## src/design/pmuev_params.svh

```systemverilog
// constants of the system event register bank: offsets, fields, resets, timing
// assumes a 10 MHz core clock and a serial interface core outside that issues accesses
// Behaviour
// - auto-return clears page index after access ends
// - page bit 6 picks two-wire multiple-write mode
// - two-wire page 00x/01x maps low/high register ranges
// - four-wire page 000/001/010 maps three ranges
// - status reads show live signal values, inputs as debounced levels
// - ramp-ready low while converter ramps
// - overcurrent status follows current limit hit
// - thermal shutdown and warning status follow thresholds
// - power-good status follows output in range
// - status becoming active sets latched event flag, power-good on falling instead, ramp-ready excepted
// - unmasked set event asserts interrupt
// - writing back read value clears those flags
// - events during clearing write posted afterwards
// - first event register: undervoltage, five inputs
// - second event register: overcurrent, thermal, power loss
// - overcurrent mask suppresses interrupt and flag
// - other masks suppress only the interrupt
// - lock bit blocks writes 0xD0 to 0x14F
// - ramp step interval per converter selectable
// - debounce field selects input debounce time
// - polarity bit selects input active level
// - debounce applies only when input enables it
`ifndef PMUEV_PARAMS_SVH
`define PMUEV_PARAMS_SVH

`define PMUEV_OFS_STATUS_A 9'h050
`define PMUEV_OFS_STATUS_B 9'h051
`define PMUEV_OFS_EVENT_A 9'h052
`define PMUEV_OFS_EVENT_B 9'h053
`define PMUEV_OFS_MASK_A 9'h054
`define PMUEV_OFS_MASK_B 9'h055
`define PMUEV_OFS_CTRL 9'h056
`define PMUEV_LOCK_LO 9'h0d0
`define PMUEV_LOCK_HI 9'h14f

`define PMUEV_PAGE_RET_BIT 7
`define PMUEV_PAGE_WMODE_BIT 6
`define PMUEV_PAGE_WMASK 8'hc7
`define PMUEV_EVA_MASK 8'h5f
`define PMUEV_EVB_MASK 8'h3f
`define PMUEV_CTRL_LOCK_BIT 7

`define PMUEV_RST_PAGE 8'h00
`define PMUEV_RST_MASK_A 8'h00
`define PMUEV_RST_MASK_B 8'h00
`define PMUEV_RST_CTRL 8'h00

`define PMUEV_CLK_MHZ 10
`define PMUEV_RAMP_T0_NS 4000
`define PMUEV_RAMP_T1_NS 2000
`define PMUEV_RAMP_T2_NS 1000
`define PMUEV_RAMP_T3_NS 500
`define PMUEV_RAMP_CYC(ns) ((ns) * `PMUEV_CLK_MHZ / 1000)
`define PMUEV_DB_T1_US 100
`define PMUEV_DB_T2_US 1000
`define PMUEV_DB_T3_US 10000
`define PMUEV_DB_T4_US 50000
`define PMUEV_DB_T5_US 250000
`define PMUEV_DB_T6_US 500000
`define PMUEV_DB_T7_US 1000000
`define PMUEV_DB_CYC(us) ((us) * `PMUEV_CLK_MHZ)

`endif

```

## src/design/pmuev_pkg.sv

```systemverilog
// types of the system event register bank
// assumes pmuev_params.svh for the figures
package pmuev_pkg;
  localparam int PMUEV_CNT_W = 24;
  localparam int PMUEV_NUM_IN = 5;
  typedef logic [PMUEV_CNT_W-1:0] pmuev_cnt_t;
  typedef struct packed
  {
    logic level;
    pmuev_cnt_t cnt;
  } pmuev_db_s;
  typedef struct packed
  {
    logic [7:0] page_reg;
    logic [7:0] mask_a;
    logic [7:0] mask_b;
    logic [7:0] ctrl;
    logic [7:0] ev_a;
    logic [7:0] ev_b;
    logic [7:0] pend_a;
    logic [7:0] pend_b;
    logic [4:0] prev_act;
    logic prev_uv;
    logic [5:0] prev_sup;
    logic [7:0] rdata;
    logic rvalid;
    logic ext_wr;
    logic [8:0] ext_addr;
    logic [7:0] ext_wdata;
    logic irq_n;
    logic [1:0][5:0] ramp_cnt;
    logic [1:0] ramp_tick;
  } pmuev_state_s;
endpackage

```

## src/design/pmuev_debounce.sv

```systemverilog
// one input debouncer: level follows raw input after it stays changed for limit cycles
// assumes raw input synchronous to the clock
module pmuev_debounce
  import pmuev_pkg::*;
(
  input wire logic CLK_IN,
  input wire logic ARST_N_IN,
  input wire logic raw_in,
  input wire logic enable_in,
  input wire pmuev_pkg::pmuev_cnt_t limit_in,
  output logic level_out
);
  pmuev_db_s st_reg;
  pmuev_db_s st_next;

  always_comb
  begin
    st_next = st_reg;
    if (!enable_in || limit_in == '0)
    begin
      st_next.level = raw_in;
      st_next.cnt = '0;
    end
    else if (raw_in == st_reg.level)
    begin
      st_next.cnt = '0;
    end
    else if (st_reg.cnt >= limit_in - 1'b1)
    begin
      st_next.level = raw_in;
      st_next.cnt = '0;
    end
    else
    begin
      st_next.cnt = st_reg.cnt + 1'b1;
    end
  end

  always_ff @(posedge CLK_IN or negedge ARST_N_IN)
  begin
    if (!ARST_N_IN)
      st_reg <= '0;
    else
      st_reg <= st_next;
  end

  assign level_out = st_reg.level;
endmodule

```

## src/design/pmuev_regs.sv

```systemverilog
// system event register bank: page control, status, events, masks, lock, ramp and debounce
// assumes a serial interface core that issues one-cycle read/write strobes and an end strobe
`include "pmuev_params.svh"
module pmuev_regs
  import pmuev_pkg::*;
#(
  parameter int DB_CYC_1 = `PMUEV_DB_CYC(`PMUEV_DB_T1_US),
  parameter int DB_CYC_2 = `PMUEV_DB_CYC(`PMUEV_DB_T2_US),
  parameter int DB_CYC_3 = `PMUEV_DB_CYC(`PMUEV_DB_T3_US),
  parameter int DB_CYC_4 = `PMUEV_DB_CYC(`PMUEV_DB_T4_US),
  parameter int DB_CYC_5 = `PMUEV_DB_CYC(`PMUEV_DB_T5_US),
  parameter int DB_CYC_6 = `PMUEV_DB_CYC(`PMUEV_DB_T6_US),
  parameter int DB_CYC_7 = `PMUEV_DB_CYC(`PMUEV_DB_T7_US)
)
(
  input wire logic CLK_IN,
  input wire logic ARST_N_IN,
  input wire logic ACC_SPI_IN,
  input wire logic [7:0] ACC_ADDR_IN,
  input wire logic ACC_WR_IN,
  input wire logic ACC_RD_IN,
  input wire logic [7:0] ACC_WDATA_IN,
  input wire logic ACC_END_IN,
  input wire logic [4:0] INPUT_PIN_LEVEL_IN,
  input wire logic [4:0] INPUT_PIN_POLARITY_IN,
  input wire logic [4:0] INPUT_PIN_DEBOUNCE_EN_IN,
  input wire logic IO_SUPPLY_UNDERVOLTAGE_IN,
  input wire logic CONV_A_RAMPING_IN,
  input wire logic CONV_B_RAMPING_IN,
  input wire logic CONV_A_CURRENT_LIMIT_IN,
  input wire logic CONV_B_CURRENT_LIMIT_IN,
  input wire logic THERMAL_SHUTDOWN_FLAG_IN,
  input wire logic THERMAL_WARNING_FLAG_IN,
  input wire logic CONV_A_OUTPUT_OK_IN,
  input wire logic CONV_B_OUTPUT_OK_IN,
  output logic [7:0] ACC_RDATA_OUT,
  output logic ACC_RVALID_OUT,
  output logic EXT_WR_OUT,
  output logic [8:0] EXT_ADDR_OUT,
  output logic [7:0] EXT_WDATA_OUT,
  output logic WRITE_MODE_OUT,
  output logic LOCK_OUT,
  output logic CONV_A_RAMP_TICK_OUT,
  output logic CONV_B_RAMP_TICK_OUT,
  output logic IRQ_OUT_N
);
  import pmuev_pkg::*;

  localparam int CNT_MAX = (1 << PMUEV_CNT_W) - 1;

  if (DB_CYC_1 < 1 || DB_CYC_2 < DB_CYC_1 || DB_CYC_3 < DB_CYC_2 || DB_CYC_4 < DB_CYC_3 ||
      DB_CYC_5 < DB_CYC_4 || DB_CYC_6 < DB_CYC_5 || DB_CYC_7 < DB_CYC_6 || DB_CYC_7 > CNT_MAX)
  begin : g_bad_db
    $error("debounce cycle counts must rise and fit the counter");
  end

  localparam logic [5:0] RAMP_CYC_0 = 6'(`PMUEV_RAMP_CYC(`PMUEV_RAMP_T0_NS));
  localparam logic [5:0] RAMP_CYC_1 = 6'(`PMUEV_RAMP_CYC(`PMUEV_RAMP_T1_NS));
  localparam logic [5:0] RAMP_CYC_2 = 6'(`PMUEV_RAMP_CYC(`PMUEV_RAMP_T2_NS));
  localparam logic [5:0] RAMP_CYC_3 = 6'(`PMUEV_RAMP_CYC(`PMUEV_RAMP_T3_NS));

  pmuev_state_s st_reg;
  pmuev_state_s st_next;
  pmuev_cnt_t db_limit;
  logic [4:0] lvl;

  // shared debounce time picked by the control field
  always_comb
  begin
    case (st_reg.ctrl[2:0])
      3'h0: db_limit = '0;
      3'h1: db_limit = PMUEV_CNT_W'(DB_CYC_1);
      3'h2: db_limit = PMUEV_CNT_W'(DB_CYC_2);
      3'h3: db_limit = PMUEV_CNT_W'(DB_CYC_3);
      3'h4: db_limit = PMUEV_CNT_W'(DB_CYC_4);
      3'h5: db_limit = PMUEV_CNT_W'(DB_CYC_5);
      3'h6: db_limit = PMUEV_CNT_W'(DB_CYC_6);
      3'h7: db_limit = PMUEV_CNT_W'(DB_CYC_7);
      default: db_limit = '0;
    endcase
  end

  for (genvar i = 0; i < PMUEV_NUM_IN; i++)
  begin : g_db
    pmuev_debounce u_db
    (
      .CLK_IN(CLK_IN),
      .ARST_N_IN(ARST_N_IN),
      .raw_in(INPUT_PIN_LEVEL_IN[i]),
      .enable_in(INPUT_PIN_DEBOUNCE_EN_IN[i]),
      .limit_in(db_limit),
      .level_out(lvl[i])
    );
  end

  logic [8:0] full_addr;
  logic mapped;
  logic [4:0] act;
  logic [5:0] sup;
  logic [7:0] new_a;
  logic [7:0] new_b;
  logic [7:0] clr_a;
  logic [7:0] clr_b;
  logic clearing;
  logic [7:0] status_b;
  logic [1:0] ramping;
  logic [1:0] sel;
  logic [5:0] lim;

  always_comb
  begin
    st_next = st_reg;
    full_addr = '0;
    mapped = 1'b1;
    clr_a = '0;
    clr_b = '0;
    sel = '0;
    lim = '0;
    st_next.rvalid = 1'b0;
    st_next.ext_wr = 1'b0;

    // page index to register address
    if (ACC_SPI_IN)
    begin
      case (st_reg.page_reg[2:0])
        3'h0: full_addr = {2'b00, ACC_ADDR_IN[6:0]};
        3'h1: full_addr = {2'b01, ACC_ADDR_IN[6:0]};
        3'h2: full_addr = {2'b10, ACC_ADDR_IN[6:0]};
        default: mapped = 1'b0;
      endcase
    end
    else
    begin
      case (st_reg.page_reg[2:1])
        2'b00: full_addr = {1'b0, ACC_ADDR_IN};
        2'b01: full_addr = {2'b10, ACC_ADDR_IN[6:0]};
        default: mapped = 1'b0;
      endcase
    end

    // live status values
    status_b = {~CONV_B_RAMPING_IN, ~CONV_A_RAMPING_IN,
                CONV_B_CURRENT_LIMIT_IN, CONV_A_CURRENT_LIMIT_IN,
                THERMAL_SHUTDOWN_FLAG_IN, THERMAL_WARNING_FLAG_IN,
                CONV_B_OUTPUT_OK_IN, CONV_A_OUTPUT_OK_IN};

    // register writes
    if (ACC_WR_IN && mapped)
    begin
      if (full_addr[6:0] == 7'h00)
        st_next.page_reg = ACC_WDATA_IN & `PMUEV_PAGE_WMASK;
      else if (full_addr == `PMUEV_OFS_EVENT_A)
        clr_a = ACC_WDATA_IN & `PMUEV_EVA_MASK;
      else if (full_addr == `PMUEV_OFS_EVENT_B)
        clr_b = ACC_WDATA_IN & `PMUEV_EVB_MASK;
      else if (full_addr == `PMUEV_OFS_MASK_A)
        st_next.mask_a = ACC_WDATA_IN & `PMUEV_EVA_MASK;
      else if (full_addr == `PMUEV_OFS_MASK_B)
        st_next.mask_b = ACC_WDATA_IN & `PMUEV_EVB_MASK;
      else if (full_addr == `PMUEV_OFS_CTRL)
        st_next.ctrl = ACC_WDATA_IN;
      else if (!(st_reg.ctrl[`PMUEV_CTRL_LOCK_BIT] &&
                 full_addr >= `PMUEV_LOCK_LO && full_addr <= `PMUEV_LOCK_HI))
      begin
        st_next.ext_wr = 1'b1;
        st_next.ext_addr = full_addr;
        st_next.ext_wdata = ACC_WDATA_IN;
      end
    end
    clearing = ACC_WR_IN && mapped &&
               (full_addr == `PMUEV_OFS_EVENT_A || full_addr == `PMUEV_OFS_EVENT_B);

    // register reads, sampled at the strobe
    if (ACC_RD_IN)
    begin
      st_next.rvalid = 1'b1;
      st_next.rdata = 8'h00;
      if (mapped)
      begin
        if (full_addr[6:0] == 7'h00)
          st_next.rdata = st_reg.page_reg;
        else if (full_addr == `PMUEV_OFS_STATUS_A)
          st_next.rdata = {3'h0, lvl};
        else if (full_addr == `PMUEV_OFS_STATUS_B)
          st_next.rdata = status_b;
        else if (full_addr == `PMUEV_OFS_EVENT_A)
          st_next.rdata = st_reg.ev_a;
        else if (full_addr == `PMUEV_OFS_EVENT_B)
          st_next.rdata = st_reg.ev_b;
        else if (full_addr == `PMUEV_OFS_MASK_A)
          st_next.rdata = st_reg.mask_a;
        else if (full_addr == `PMUEV_OFS_MASK_B)
          st_next.rdata = st_reg.mask_b;
        else if (full_addr == `PMUEV_OFS_CTRL)
          st_next.rdata = st_reg.ctrl;
      end
    end

    // event detection on status becoming active
    act = lvl ~^ INPUT_PIN_POLARITY_IN;
    sup = {CONV_B_CURRENT_LIMIT_IN, CONV_A_CURRENT_LIMIT_IN, THERMAL_SHUTDOWN_FLAG_IN,
           THERMAL_WARNING_FLAG_IN, ~CONV_B_OUTPUT_OK_IN, ~CONV_A_OUTPUT_OK_IN};
    new_a = {1'b0, IO_SUPPLY_UNDERVOLTAGE_IN & ~st_reg.prev_uv, 1'b0, act & ~st_reg.prev_act};
    new_b = {2'b00, sup & ~st_reg.prev_sup};
    new_b[5:4] = new_b[5:4] & ~st_reg.mask_b[5:4];
    st_next.prev_act = act;
    st_next.prev_uv = IO_SUPPLY_UNDERVOLTAGE_IN;
    st_next.prev_sup = sup;

    // latch, clear and hold back
    if (clearing)
    begin
      st_next.ev_a = (st_reg.ev_a & ~clr_a) | st_reg.pend_a;
      st_next.ev_b = (st_reg.ev_b & ~clr_b) | st_reg.pend_b;
      st_next.pend_a = new_a;
      st_next.pend_b = new_b;
    end
    else
    begin
      st_next.ev_a = st_reg.ev_a | st_reg.pend_a | new_a;
      st_next.ev_b = st_reg.ev_b | st_reg.pend_b | new_b;
      st_next.pend_a = '0;
      st_next.pend_b = '0;
    end

    // interrupt from unmasked flags
    st_next.irq_n = ~|{st_next.ev_a & ~st_next.mask_a,
                       st_next.ev_b & ~st_next.mask_b};

    // auto-return of the page index
    if (ACC_END_IN && st_next.page_reg[`PMUEV_PAGE_RET_BIT])
      st_next.page_reg[2:0] = 3'h0;

    // ramp step ticks per converter
    ramping = {CONV_B_RAMPING_IN, CONV_A_RAMPING_IN};
    for (int c = 0; c < 2; c++)
    begin
      sel = (c == 1) ? st_reg.ctrl[6:5] : st_reg.ctrl[4:3];
      case (sel)
        2'h0: lim = RAMP_CYC_0;
        2'h1: lim = RAMP_CYC_1;
        2'h2: lim = RAMP_CYC_2;
        2'h3: lim = RAMP_CYC_3;
        default: lim = RAMP_CYC_0;
      endcase
      st_next.ramp_tick[c] = 1'b0;
      if (!ramping[c])
        st_next.ramp_cnt[c] = '0;
      else if (st_reg.ramp_cnt[c] >= lim - 6'h01)
      begin
        st_next.ramp_cnt[c] = '0;
        st_next.ramp_tick[c] = 1'b1;
      end
      else
        st_next.ramp_cnt[c] = st_reg.ramp_cnt[c] + 6'h01;
    end
  end

  always_ff @(posedge CLK_IN or negedge ARST_N_IN)
  begin
    if (!ARST_N_IN)
    begin
      st_reg <= '0;
      st_reg.page_reg <= `PMUEV_RST_PAGE;
      st_reg.mask_a <= `PMUEV_RST_MASK_A;
      st_reg.mask_b <= `PMUEV_RST_MASK_B;
      st_reg.ctrl <= `PMUEV_RST_CTRL;
      st_reg.irq_n <= 1'b1;
    end
    else
      st_reg <= st_next;
  end

  assign ACC_RDATA_OUT = st_reg.rdata;
  assign ACC_RVALID_OUT = st_reg.rvalid;
  assign EXT_WR_OUT = st_reg.ext_wr;
  assign EXT_ADDR_OUT = st_reg.ext_addr;
  assign EXT_WDATA_OUT = st_reg.ext_wdata;
  assign WRITE_MODE_OUT = st_reg.page_reg[`PMUEV_PAGE_WMODE_BIT];
  assign LOCK_OUT = st_reg.ctrl[`PMUEV_CTRL_LOCK_BIT];
  assign CONV_A_RAMP_TICK_OUT = st_reg.ramp_tick[0];
  assign CONV_B_RAMP_TICK_OUT = st_reg.ramp_tick[1];
  assign IRQ_OUT_N = st_reg.irq_n;
endmodule

```

## config.mk

```make
export PLATFORM = sky130hd
export DESIGN_NAME = pmuev_regs
export DESIGN_NICKNAME = d
export VERILOG_FILES = /design/src/design/pmuev_pkg.sv /design/src/design/pmuev_debounce.sv /design/src/design/pmuev_regs.sv
export VERILOG_INCLUDE_DIRS = /design/src /design/src/design
export SDC_FILE = /design/constraint.sdc
export NUM_CORES = 1
export LEC_CHECK = 0
export ABC_CLOCK_PERIOD_IN_PS = 7500
export BUFFER_PORTS_ARGS = -buffer_cell sky130_fd_sc_hd__buf_2
export CAP_MARGIN = 40
export CORE_MARGIN = 2
export CORE_UTILIZATION = 65
export CTS_CLUSTER_DIAMETER = 40
export DETAILED_ROUTE_END_ITERATION = 8
export PLACE_DENSITY = 0.95
export RECOVER_POWER = 50
export SLEW_MARGIN = 15
export SYNTH_ARGS = -nofsm -noshare
export SYNTH_HDL_FRONTEND = slang
export SYNTH_SLANG_ARGS = --single-unit
```

## constraint.sdc

```tcl
create_clock -name CLK_IN -period 7.5 [get_ports CLK_IN]
set_input_delay 1.5 -clock CLK_IN [delete_from_list [all_inputs] [get_ports CLK_IN]]
set_output_delay 1.5 -clock CLK_IN [all_outputs]
set_load 0.05 [all_outputs]
```

== After elaboration in Yosys (flattened, before gate mapping) ==
Memories as Yosys holds them, arrays and structs flattened.
Index checks and enable logic that the tools add are counted.
Operators by class
  $add $sub $neg: 10
  $lt $le $gt $ge: 9
  equality and inequality tests: 26
  multiplexer cells: 78
  bitwise gates (word level): 34
  reduce and logical (&&, ||, !) cells: 42
Operator list (count)
  $mux W24: 13
  $mux W18: 8
  $mux W25: 5
  $add A24 B1 Y24 const B: 5
  $ge A24 B24 Y1: 5
  $mux W8: 14
  $mux W32: 2
  $eq A9 B7 Y1 const B: 7
  $mux W6: 8
  $pmux W6 S4: 2
  $and A8 B8 Y8: 4
  $not A8 Y8: 4
  $or A8 B8 Y8: 4
  $pmux W9 S3: 1
  $logic_not A24 Y1: 1
  $sub A24 B1 Y24 const B: 1
  $mux W7: 3
  $mux W1: 18
  $pmux W9 S2: 1
  $mux W16: 1
  $reduce_or A16 Y1: 1
  $reduce_and A2 Y1: 7
  $reduce_bool A2 Y1: 7
  $add A6 B1 Y6 const B: 2
  33 further kinds: 75
Storage, ports and cells
  flip-flop bits (word level): 240
  bits in read-only memories: 168
  word-level logic and storage cells: 232
  memories: 1
Memories
  (name not given): words 8, bits a word 21, read ports 1, clocked after Yosys merged registers in 0, wr ports 0, line pmuev_regs.sv:70  | case (st_reg.ctrl[2:0])

== Longest topological paths before layout ==
Gate-level depths: netlist (run 1).
  depth after elaboration: 15
  mapped depth: 22
  gate-level depth less buffers: 20

== Cells and area by module ==
A second synthesis (run 1) with hierarchy kept.
Second synthesis, totals
  cells, all modules: 1792
  area total of the unflattened synthesis: 17282.8 sq um
Modules (own cells, without submodules)
  pmuev_debounce at g_db[0].u_db ...: instances 3, cells each 250, area an instance 2399.8 sq um, seq. area each 625.6 sq um
  pmuev_regs: instances 1, cells each 563, area an instance 5609.1 sq um, seq. area each 2678.8 sq um
  pmuev_debounce at g_db[1].u_db: instances 1, cells each 243, area an instance 2379.8 sq um, seq. area each 625.6 sq um
  pmuev_debounce at g_db[4].u_db: instances 1, cells each 236, area an instance 2094.5 sq um, seq. area each 625.6 sq um

== Worst setup path after synthesis (run 1) ==
Ideal clock, no wire load.
  path kind: register to register
  start: reg st_reg[87] in the netlist's numbering
  end: reg g_db[4].u_db.st_reg[5] in the netlist's numbering
  setup time: 0.072 ns
  arrival time: 4.644 ns
  required time: 7.428 ns
  slack: 2.785 ns
  stages on the path, launching flop included: 23
  buffers on the path: 2
  clock period less this slack: 4.715 ns
  cells stage by stage: dfrtp_1 > buf_2 > inv_1 > ha_1 > nand2_1 > ha_1 > or4_1 > o221ai_2 > nor2_1 > nand2_1 > xnor2_1 > mux2i_1 > ha_1 > a41o_1 > a21o_1 > a2111oi_0 > o211ai_1 > o221ai_1 > nand3_1 > maj3_2 > a21o_1 > buf_2 > nor2_1
RTL lines
  start: declaration: line pmuev_regs.sv:62  | pmuev_state_s st_reg;
  start signal: assignment: line pmuev_regs.sv:271  | st_reg <= st_next;
  end signal: assignment: line pmuev_debounce.sv:44  | st_reg <= st_next;
  end: declaration: line pmuev_debounce.sv:13  | pmuev_db_s st_reg;

==> results of run 1 <==
[Yosys cell counts (11+ instances only)]
cell,instances
a31oi_1,11
o221ai_1,13
nor2_1,183
mux2_2,24
mux2i_1,15
and3_1,33
inv_1,63
a21oi_1,61
xor2_1,79
nand3_1,61
dfrtp_1,231
a21o_1,23
and2_1,32
buf_4,28
clkbuf_1,17
buf_2,13
nand2_1,142
ha_1,121
o21ai_0,43
nor3_1,19
nand4_1,26
xnor2_1,55
[layout by cell type (no fill, tap or decap), types with 10 or more instances in the layout]
cell type | Yosys | layout
a211oi_1 | 10 | 10
a21o_1 | 23 | 23
a21oi_1 | 61 | 61
a31oi_1 | 11 | 11
and2_1 | 32 | 32
and3_1 | 33 | 33
buf_2 | 13 | 66
clkbuf_1 | 17 | 14
clkbuf_16 | 0 | 31
dfrtp_1 | 231 | 231
ha_1 | 121 | 121
inv_1 | 63 | 63
mux2_2 | 24 | 24
mux2i_1 | 15 | 15
nand2_1 | 142 | 142
nand3_1 | 61 | 61
nand4_1 | 26 | 26
nor2_1 | 183 | 183
nor2_4 | 10 | 10
nor2b_1 | 10 | 10
nor3_1 | 19 | 19
nor3b_1 | 10 | 10
o21a_1 | 10 | 10
o21ai_0 | 43 | 43
o221ai_1 | 13 | 13
xnor2_1 | 55 | 55
xor2_1 | 79 | 79
[per-layer routing]
metal | GRT usage [%] | share of wire [%] | vias to the layer above
met1 | 38.3 | 37 | 5577
met4 | 18.9 | 6.0 | 0
met3 | 5.72 | 9.0 | 184
met5 | 0 | 0 | -
li1 | - | - | 5290
met2 | 55.2 | 48 | 689
[where the power goes]
| part | switching (mW) | internal [mW] |
|---|---|---|
| Sequential | 0.105 | 1.36 |
| Clock | 0.605 | 0.945 |
| Combinational | 1.06 | 0.443 |
[how the worst min path moves through the flow]
stage,slack [ns],start,depth (start not counted),endpoint
3_5_place_dp,0.42,st_reg[44],1,st_reg[56]
5_1_grt,0.44,st_reg[53],1,st_reg[66]
4_1_cts,0.43,st_reg[51],1,st_reg[64]
6_report,0.43,st_reg[51],1,st_reg[64]
2_1_floorplan,0.41,st_reg[48],1,st_reg[68]
3_3_place_gp,0.42,st_reg[45],1,st_reg[57]
[per-stage QoR]
step	cells	instance area [sq um]	hold WS [ns]	utilization (%)
floorplan	1475	14100	0.407	-
global route	1833	15600	0.444	73.8
detailed placement	1773	14500	0.423	68.7
global placement	1769	14500	0.417	68.5
finish	1833	15600	0.429	73.8
CTS	1829	15600	0.429	73.8
[kinds of logic (layout without fill, tap and decap cells)]
family	Yosys count	in the layout	synth area share [%]
compound gates	242	242	11.9
xor+xnor	134	134	8.33
fa+ha+maj	125	125	11.1
buf+inv	127	210	4.48
flops	232	232	41.2
mux	40	40	3.06
simple gates	575	575	20.0
[layout make-up]
type / count / area, sq um / area share (%)
Inverter: 63 / 236 / 1.51
Timing Repair Buffer: 91 / 484 / 3.10
Clock inverter: 20 / 255 / 1.63
Clock buffer: 36 / 835 / 5.34
Multi-Input combinational cell: 1116 / 7660 / 49.0
Tap cell: 275 / 344 / 2.20
Sequential cell: 232 / 5810 / 37.2
[worst max-delay path: stages (launching register included)]
cell	delay [ns]
dfrtp_1	0.74
inv_1	0.30
ha_1	0.32
nand2_1	0.15
ha_1	0.25
or4_1	0.14
o221ai_2	0.14
nor2_1	0.27
nand2_1	0.12
xnor2_1	0.16
mux2i_1	0.67
ha_1	0.41
a41o_1	0.23
a21o_1	0.17
a2111oi_0	0.44
o211ai_1	0.22
o221ai_1	0.23
nand3_1	0.11
maj3_2	0.34
a21o_1	0.46
nor2_1	0.24
==> impl_metrics.env, run 1 <==
export IMPL_reg2reg_depth=20
export IMPL_setup_ws_ns=1.31
export IMPL_finalCritPeriodShare_pct=82.5
export IMPL_synth_area_top_cells="dfrtp_1 (41%), ha_1 (11%), xor2_1 (4.9%), nor2_1 (4.9%), nand2_1 (3.8%)"
export IMPL_rr_startpoint="st_reg[87]"
export IMPL_cts_root_buffer="clkbuf_16"
export IMPL_cp_arrival_ns=6.67
export IMPL_synth_warnings=0
export IMPL_synthCells=1475
export IMPL_r2r_end="g_db[4].u_db.st_reg[9]"
export IMPL_routed_wl_um=36900
export IMPL_finalSetupViolCount=0
export IMPL_power_density_mw_per_mm2=289
export IMPL_ant_nets=0
export IMPL_gp_congestion=0.927
export IMPL_cp_end_kind="register"
export IMPL_grt_max_degree=151
export IMPL_h_tree_depth=1
export IMPL_drv_cap=3
export IMPL_dieWidth_um=151
export IMPL_maxSlewHeadroom_pct=-75.1
export IMPL_clkTransAtPathRegs_ns=0.06
export IMPL_startpoint_type="register"
export IMPL_start_util_pct=66.6
export IMPL_violations="capacitance limit, slew limit"
export IMPL_tns_ns=0
export IMPL_r2r_slack_ns=1.31
export IMPL_crit_start="st_reg[87]"
export IMPL_cts_resized=0
export IMPL_num_fill_cells=1379
export IMPL_num_rows=53
export IMPL_postCtsHoldBufs=0
export IMPL_drive_above_1_share_pct=12.7
export IMPL_dp_slack_ns=1.49
export IMPL_core_area_sq_mm=0.0212
export IMPL_clock_sinks=232
export IMPL_drt_initial_drc_count=1062
export IMPL_dp_hpwl_um=24300
export IMPL_grt_pass1_vias=11914
export IMPL_cts_setup_buffers=0
export IMPL_port_buffer_count=77
export IMPL_pin_count=78
export IMPL_dr_total_vias=11740
export IMPL_nNetsFinal=1702
export IMPL_hold_class="reg2reg"
export IMPL_ys_seq_elements=232
export IMPL_antennaDiodeCount=0
export IMPL_clk_latency_ns=0.58
export IMPL_synth_cell_types=79
export IMPL_synth_top_cell_area_share_pct=41.0
export IMPL_area_delta_synth_final_pct=10.8
export IMPL_ys_async_sr_fraction_pct=100
export IMPL_totalPowerFinal_mw=4.52
export IMPL_final_hold_violation_count=0
export IMPL_finalClockSkew_ns=0.0201
export IMPL_power_leakage_nw=7.36
export IMPL_grt_pass1_wl_um=58600
export IMPL_vias_per_cell=6.40
export IMPL_synth_edf_count=0
export IMPL_syn_nets=1642
export IMPL_period_minus_slack_ns=6.19
export IMPL_endpoint="g_db[4].u_db.st_reg[9]"
export IMPL_synth_top_flop_cell="dfrtp_1"
export IMPL_rsz0062_at_grt="no"
export IMPL_synth_yosys_seq_area_share_pct=41.2
export IMPL_clock_fmax_mhz=162
export IMPL_cts_tree="yes"
export IMPL_worst_setup_path_type="reg2reg"
export IMPL_avgSynthCellArea_sq_um=9.56
export IMPL_grt_usage_pct=32.3
export IMPL_tightest_slew_ns=2.63
export IMPL_status="finished with violations"
export IMPL_grt_overflow_total=0
export IMPL_numCtsBuffers=31
export IMPL_wire_per_inst_um=20.1
export IMPL_worstPathMaxFanout=24
export IMPL_ir_drop_v=0.000224
export IMPL_largest_reg_flops=120
export IMPL_route_detailed_drc=0
export IMPL_die_h_um=151
export IMPL_dr_pass1_iters=8
export IMPL_syn_area_sq_mm=0.0141
export IMPL_required_ns=7.99
export IMPL_post_synth_top_area_cell="dfrtp_1"
export IMPL_dieArea_sq_mm=0.0229
export IMPL_antenna_found_initial=0
export IMPL_clockBufferDepth=3
export IMPL_drv_slew=201
Note: power is estimated with default switching activity, not from simulation.
==> run 2: changes to the inputs <==
ABC_CLOCK_PERIOD_IN_PS = 6200   (was 7500)
CORE_UTILIZATION = 62   (was 65)
PLACE_DENSITY = 0.92   (was 0.95)
clock period = 6.2 ns   (was 7.5 ns; I/O delays follow)
==> impl_metrics.env, run 2 (synthesis gave the netlist of run 1 again) <==
export IMPL_status="finished with violations"
export IMPL_violations="capacitance limit, slew limit"
export IMPL_rr_startpoint="st_reg[87]"
export IMPL_cpPeakStageDelay_ns=0.54
export IMPL_port_buffer_count=77
export IMPL_finalClockSkew_ns=0.00810
export IMPL_antenna_found_initial=0
export IMPL_drive_above_1_share_pct=12.4
export IMPL_path_cells="inv_1 > ha_1 > nand2_1 > ha_1 > or4_1 > o221ai_2 > nor2_1 > nand2_1 > xnor2_1 > mux2i_1 > ha_1 > a21oi_1 > nor4_1 > a2111oi_0 > a32oi_1 > o221ai_1 > nand3_1 > maj3_2 > a21o_1 > nor2_1"
export IMPL_num_rows=55
export IMPL_worstPathMaxFanout=24
export IMPL_grt_usage_pct=29.2
export IMPL_required_ns=6.66
export IMPL_internal_power_mw=3.24
export IMPL_pwr_share_seq_pct=33.6
export IMPL_postCtsHoldBufs=0
export IMPL_route_detailed_drc=0
export IMPL_r2r_end="g_db[3].u_db.st_reg[18]"
export IMPL_dieArea_sq_mm=0.0240
export IMPL_dr_total_vias=11374
export IMPL_reg2reg_depth=20
export IMPL_instances_no_fill=1842
export IMPL_drv_cap=1
export IMPL_holdPathEnd="st_reg[57]"
export IMPL_timing_critical_path_mode_cell="ha_1"
export IMPL_totalPowerFinal_mw=5.28
export IMPL_hold_class="reg2reg"
export IMPL_core_area_sq_mm=0.0225
export IMPL_final_hold_violation_count=0
export IMPL_rsz0062_at_grt="no"
export IMPL_ir_drop_v=0.000255
export IMPL_startpoint_type="register"
export IMPL_drv_slew=131
export IMPL_grt_pass1_vias=11485
export IMPL_clkTransAtPathRegs_ns=0.06
export IMPL_r2r_slack_ns=0.62
export IMPL_power_density_mw_per_mm2=339
export IMPL_clockBufferDepth=3
export IMPL_dr_pass1_iters=5
export IMPL_h_tree_depth=1
export IMPL_antennaDiodeCount=0
export IMPL_place_inst=1786
export IMPL_power_leakage_nw=7.31
export IMPL_dp_hpwl_um=24100
export IMPL_area_delta_synth_final_pct=10.3
export IMPL_cts_root_buffer="clkbuf_16"
export IMPL_min_delay_start="st_reg[45]"
export IMPL_numCtsBuffers=31
export IMPL_tns_ns=0
export IMPL_crit_buf_inv=1
export IMPL_cp_arrival_ns=6.04
export IMPL_clk_latency_ns=0.56
export IMPL_gp_congestion=0.889
export IMPL_cts_tree="yes"
export IMPL_routed_wl_um=34800
export IMPL_ant_nets=0
export IMPL_grt_max_degree=132
export IMPL_finalSetupViolCount=0
export IMPL_drt_initial_drc_count=891
export IMPL_pwr_share_clk_pct=32.7
export IMPL_largest_reg_flops=120
export IMPL_cts_setup_buffers=0
export IMPL_cp_end_kind="register"
export IMPL_p_comb_share_pct=33.7
export IMPL_maxSlewHeadroom_pct=-113
export IMPL_vias_per_cell=6.17
export IMPL_swShare_pct=38.6
export IMPL_dieWidth_um=155
export IMPL_grt_pass1_wl_um=56800
export IMPL_start_util_pct=62.6
export IMPL_wire_per_inst_um=18.9
export IMPL_period_minus_slack_ns=5.58
export IMPL_grt_overflow_total=0
export IMPL_pin_count=78
export IMPL_critical_path_top_delay_family="compound AO/OA/AOI/OAI gates"
export IMPL_num_fill_cells=1626
export IMPL_crit_start="st_reg[87]"
export IMPL_fin_area_sq_mm=0.0155
export IMPL_cp_slowest_cell="dfrtp_2"
export IMPL_worstHoldPathCells=1
export IMPL_die_h_um=155
export IMPL_worst_setup_path_type="reg2reg"
export IMPL_final_cell_mix="dfrtp_1 (230), nor2_1 (183), nand2_1 (142)"
export IMPL_p_sw_mw=2.04
export IMPL_dpl_cell_area_sq_mm=0.0146
export IMPL_clock_sinks=232
export IMPL_clock_fmax_mhz=179
export IMPL_final_common_cell="dfrtp_1"
export IMPL_tightest_slew_ns=3.20
export IMPL_finalCritPeriodShare_pct=90.0
export IMPL_nNetsFinal=1702
[run 2: cell types whose count changed in the layout (fill, tap and decap cells not counted), moves of 2 or more]
| cell | change |
|---|---|
| clkbuf_1 | +5 |
| inv_6 | -3 |
| bufinv_16 | -2 |
| buf_4 | +2 |
[run 2: power by group through the flow]
stage | Clock (mW) | Combinational [mW] | Sequential [mW]
after floorplan | 0 | 1.26 | 1.78
final | 1.72 | 1.78 | 1.77
after CTS | 1.73 | 1.73 | 1.77
after global routing | 1.80 | 1.91 | 1.79
after global placement | 0 | 1.63 | 1.79
after detailed placement | 0 | 1.71 | 1.80
[run 2: routing by layer]
layer	track usage [%]	vias to the layer above	part of all wire (%)
met2	50.3	508	49
li1	-	5275	-
met5	0	-	0
met4	13.6	0	4.9
met3	4.90	130	7.8
met1	36.1	5461	38
[run 2: worst max-delay path by stage]
stage,slack [ns],endpoint,cells past startpoint
floorplan,1.48,g_db[4].u_db.st_reg[5],22
detailed placement,0.47,g_db[1].u_db.st_reg[14],20
CTS,0.31,g_db[1].u_db.st_reg[12],20
global route,0.17,g_db[4].u_db.st_reg[11],20
global placement,0.72,g_db[1].u_db.st_reg[14],20
finish,0.62,g_db[3].u_db.st_reg[18],20
[run 2: timing repair]
item	4_1_cts	5_1_grt
endpoints found under the hold margin	0	0
gates resized for setup	0	2
setup endpoints to repair	0	67
[run 2: per-stage QoR]
stage,utilization [%],worst slack [ns],hold slack [ns]
floorplan,-,1.48,0.407
global placement,64.7,0.723,0.414
detailed placement,64.7,0.468,0.426
CTS,69.1,0.314,0.437
global route,69.1,0.169,0.443
finish,69.1,0.623,0.433
[run 2: worst register-to-register path, delay by kind of cell (launching register included)]
kind	cells	cell delay, ns
flip-flops	1	0.54
buffers and inverters	1	0.27
AO/OA/AOI/OAI	6	1.69
AND/OR/NAND/NOR	7	1.25
adder cells (fa/ha/maj)	4	1.21
XOR/XNOR	1	0.06
multiplexers	1	0.49
[run 2: final cells by class]
class	count	area [sq um]	area share (%)
timing repair buffer	91	489	3.15
multi-input combinational	1116	7670	49.3
sequential	232	5810	37.4
clock buffer	41	853	5.49
inverter	63	236	1.52
tap	285	357	2.29
clock inverter	14	140	0.901
==> run 3: changes to the inputs <==
ABC_CLOCK_PERIOD_IN_PS = 5600   (was 6200)
CORE_MARGIN = not set   (was 2)
clock period = 5.6 ns   (was 6.2 ns; I/O delays follow)
==> impl_metrics.env, run 3 (synthesis gave the netlist of run 1 again) <==
export IMPL_rr_startpoint="st_reg[86]"
export IMPL_worst_setup_path_type="reg2reg"
export IMPL_final_cell_mix="dfrtp_1 (231), nor2_1 (183), nand2_1 (142)"
export IMPL_h_tree_depth=2
export IMPL_holdPathEnd="st_reg[55]"
export IMPL_cp_arrival_ns=5.60
export IMPL_tightest_slew_ns=2.66
export IMPL_grt_overflow_total=0
export IMPL_dr_total_vias=11544
export IMPL_min_delay_start="st_reg[43]"
export IMPL_start_util_pct=64.0
export IMPL_wire_per_inst_um=19.2
export IMPL_rsz0062_at_grt="no"
export IMPL_cts_resized=0
export IMPL_worstPathMaxFanout=24
export IMPL_antenna_found_initial=0
export IMPL_final_hold_violation_count=0
export IMPL_numCtsBuffers=36
export IMPL_internal_power_mw=3.88
export IMPL_maxSlewHeadroom_pct=-77.4
export IMPL_worstHoldPathCells=1
export IMPL_clkTransAtPathRegs_ns=0.05
export IMPL_final_common_cell="dfrtp_1"
export IMPL_num_rows=54
export IMPL_finalClockSkew_ns=0.0190
export IMPL_ir_drop_v=0.000236
export IMPL_clockBufferDepth=3
export IMPL_pin_count=78
export IMPL_gp_congestion=0.944
export IMPL_power_leakage_nw=7.43
export IMPL_core_area_sq_mm=0.0220
export IMPL_hold_class="reg2reg"
export IMPL_tns_ns=0
export IMPL_drive_above_1_share_pct=13.2
export IMPL_grt_pass1_vias=11556
export IMPL_dr_pass1_iters=9
export IMPL_drt_initial_drc_count=923
export IMPL_area_delta_synth_final_pct=12.1
export IMPL_reg2reg_depth=21
export IMPL_required_ns=6.02
export IMPL_p_sw_mw=2.32
export IMPL_dieArea_sq_mm=0.0233
export IMPL_drv_slew=49
export IMPL_antennaDiodeCount=0
export IMPL_cp_end_kind="register"
export IMPL_swShare_pct=37.4
export IMPL_p_comb_share_pct=31.6
export IMPL_grt_max_degree=142
export IMPL_r2r_slack_ns=0.42
export IMPL_dieWidth_um=153
export IMPL_clk_latency_ns=0.52
export IMPL_clock_fmax_mhz=193
export IMPL_period_minus_slack_ns=5.18
export IMPL_ant_nets=0
export IMPL_nNetsFinal=1713
export IMPL_grt_usage_pct=30.8
export IMPL_largest_reg_flops=120
export IMPL_pwr_share_clk_pct=36.8
export IMPL_pwr_share_seq_pct=31.6
export IMPL_r2r_end="g_db[4].u_db.st_reg[7]"
export IMPL_dpl_cell_area_sq_mm=0.0146
export IMPL_port_buffer_count=77
export IMPL_startpoint_type="register"
export IMPL_route_detailed_drc=14
export IMPL_crit_start="st_reg[86]"
export IMPL_finalCritPeriodShare_pct=92.5
export IMPL_status="finished with violations"
export IMPL_vias_per_cell=6.24
export IMPL_dp_slack_ns=0.530
export IMPL_drv_cap=1
export IMPL_grt_pass1_wl_um=57800
export IMPL_cts_setup_buffers=0
export IMPL_setup_ws_ns=0.420
export IMPL_die_h_um=153
export IMPL_fin_area_sq_mm=0.0158
export IMPL_postCtsHoldBufs=0
export IMPL_violations="DRC, capacitance limit, slew limit"
export IMPL_routed_wl_um=35500
export IMPL_cts_root_buffer="clkbuf_16"
export IMPL_power_density_mw_per_mm2=392
export IMPL_cts_tree="yes"
export IMPL_finalSetupViolCount=0
export IMPL_clock_sinks=232
export IMPL_dp_hpwl_um=24300
run 3: cell count changes in the layout (fill, tap and decap cells not counted), sizes merged:
| cell | before | now |
|---|---|---|
| clkinvlp | 1 | 4 |
| clkinv | 10 | 6 |
| bufinv | 2 | 4 |
| buf | 77 | 81 |
| inv | 64 | 70 |
| clkbuf | 55 | 58 |
run 3: per-layer routing:
| layer | GRT usage, % | vias up | share of wire [%] |
|---|---|---|---|
| met2 | 52.1 | 563 | 48 |
| met3 | 5.89 | 145 | 7.9 |
| met1 | 37.2 | 5538 | 39 |
| met4 | 16.8 | 0 | 5.2 |
| met5 | 0 | - | 0 |
| li1 | - | 5298 | - |
run 3: worst max-delay path by stage:
stage / to / slack (ns) / cells after the start
floorplan: g_db[4].u_db.st_reg[5] / 0.88 / 22
global placement: g_db[4].u_db.st_reg[23] / 0.68 / 21
detailed placement: g_db[4].u_db.st_reg[7] / 0.53 / 21
CTS: g_db[4].u_db.st_reg[7] / 0.47 / 21
global route: g_db[4].u_db.st_reg[7] / 0.08 / 21
finish: g_db[4].u_db.st_reg[7] / 0.42 / 21
run 3: cell type report:
class                      instances  area [sq um]
multi-input combinational       1116          7660
timing repair buffer              97           534
clock inverter                    21           258
tap                              280           350
inverter                          63           236
sequential                       232          5810
fill                            1515          6220
clock buffer                      42           965
run 3: worst max-delay path: stages (launching register included):
cell and delay, ns:
dfrtp_1 0.42, inv_1 0.24, ha_1 0.30, nand2_1 0.08
ha_1 0.25, or4_1 0.43, o221ai_2 0.12, nor2_1 0.14
nand2_1 0.10, xnor2_1 0.12, mux2i_1 0.08, buf_4 0.17
ha_1 0.31, a41o_1 0.22, a21o_1 0.18, a2111oi_0 0.41
o211ai_1 0.17, o221ai_1 0.22, nand3_1 0.11, maj3_2 0.33
a21o_1 0.46, nor2_1 0.24
run 3: metrics by stage:
step	hold slack (ns)	instances	total power [mW]	util [%]
floorplan	0.407	1475	3.37	-
global placement	0.415	1786	3.79	66.3
detailed placement	0.420	1787	3.87	66.3
CTS	0.426	1850	6.19	71.8
global route	0.435	1851	6.45	71.8
finish	0.427	1851	6.20	71.8
run 3: power groups by stage:
stage	Combinational [mW]	Sequential, mW	Clock, mW
final	1.96	1.96	2.28
after floorplan	1.40	1.97	0
after global routing	2.10	1.98	2.38
after global placement	1.81	1.97	0
after CTS	1.93	1.96	2.30
after detailed placement	1.89	1.98	0
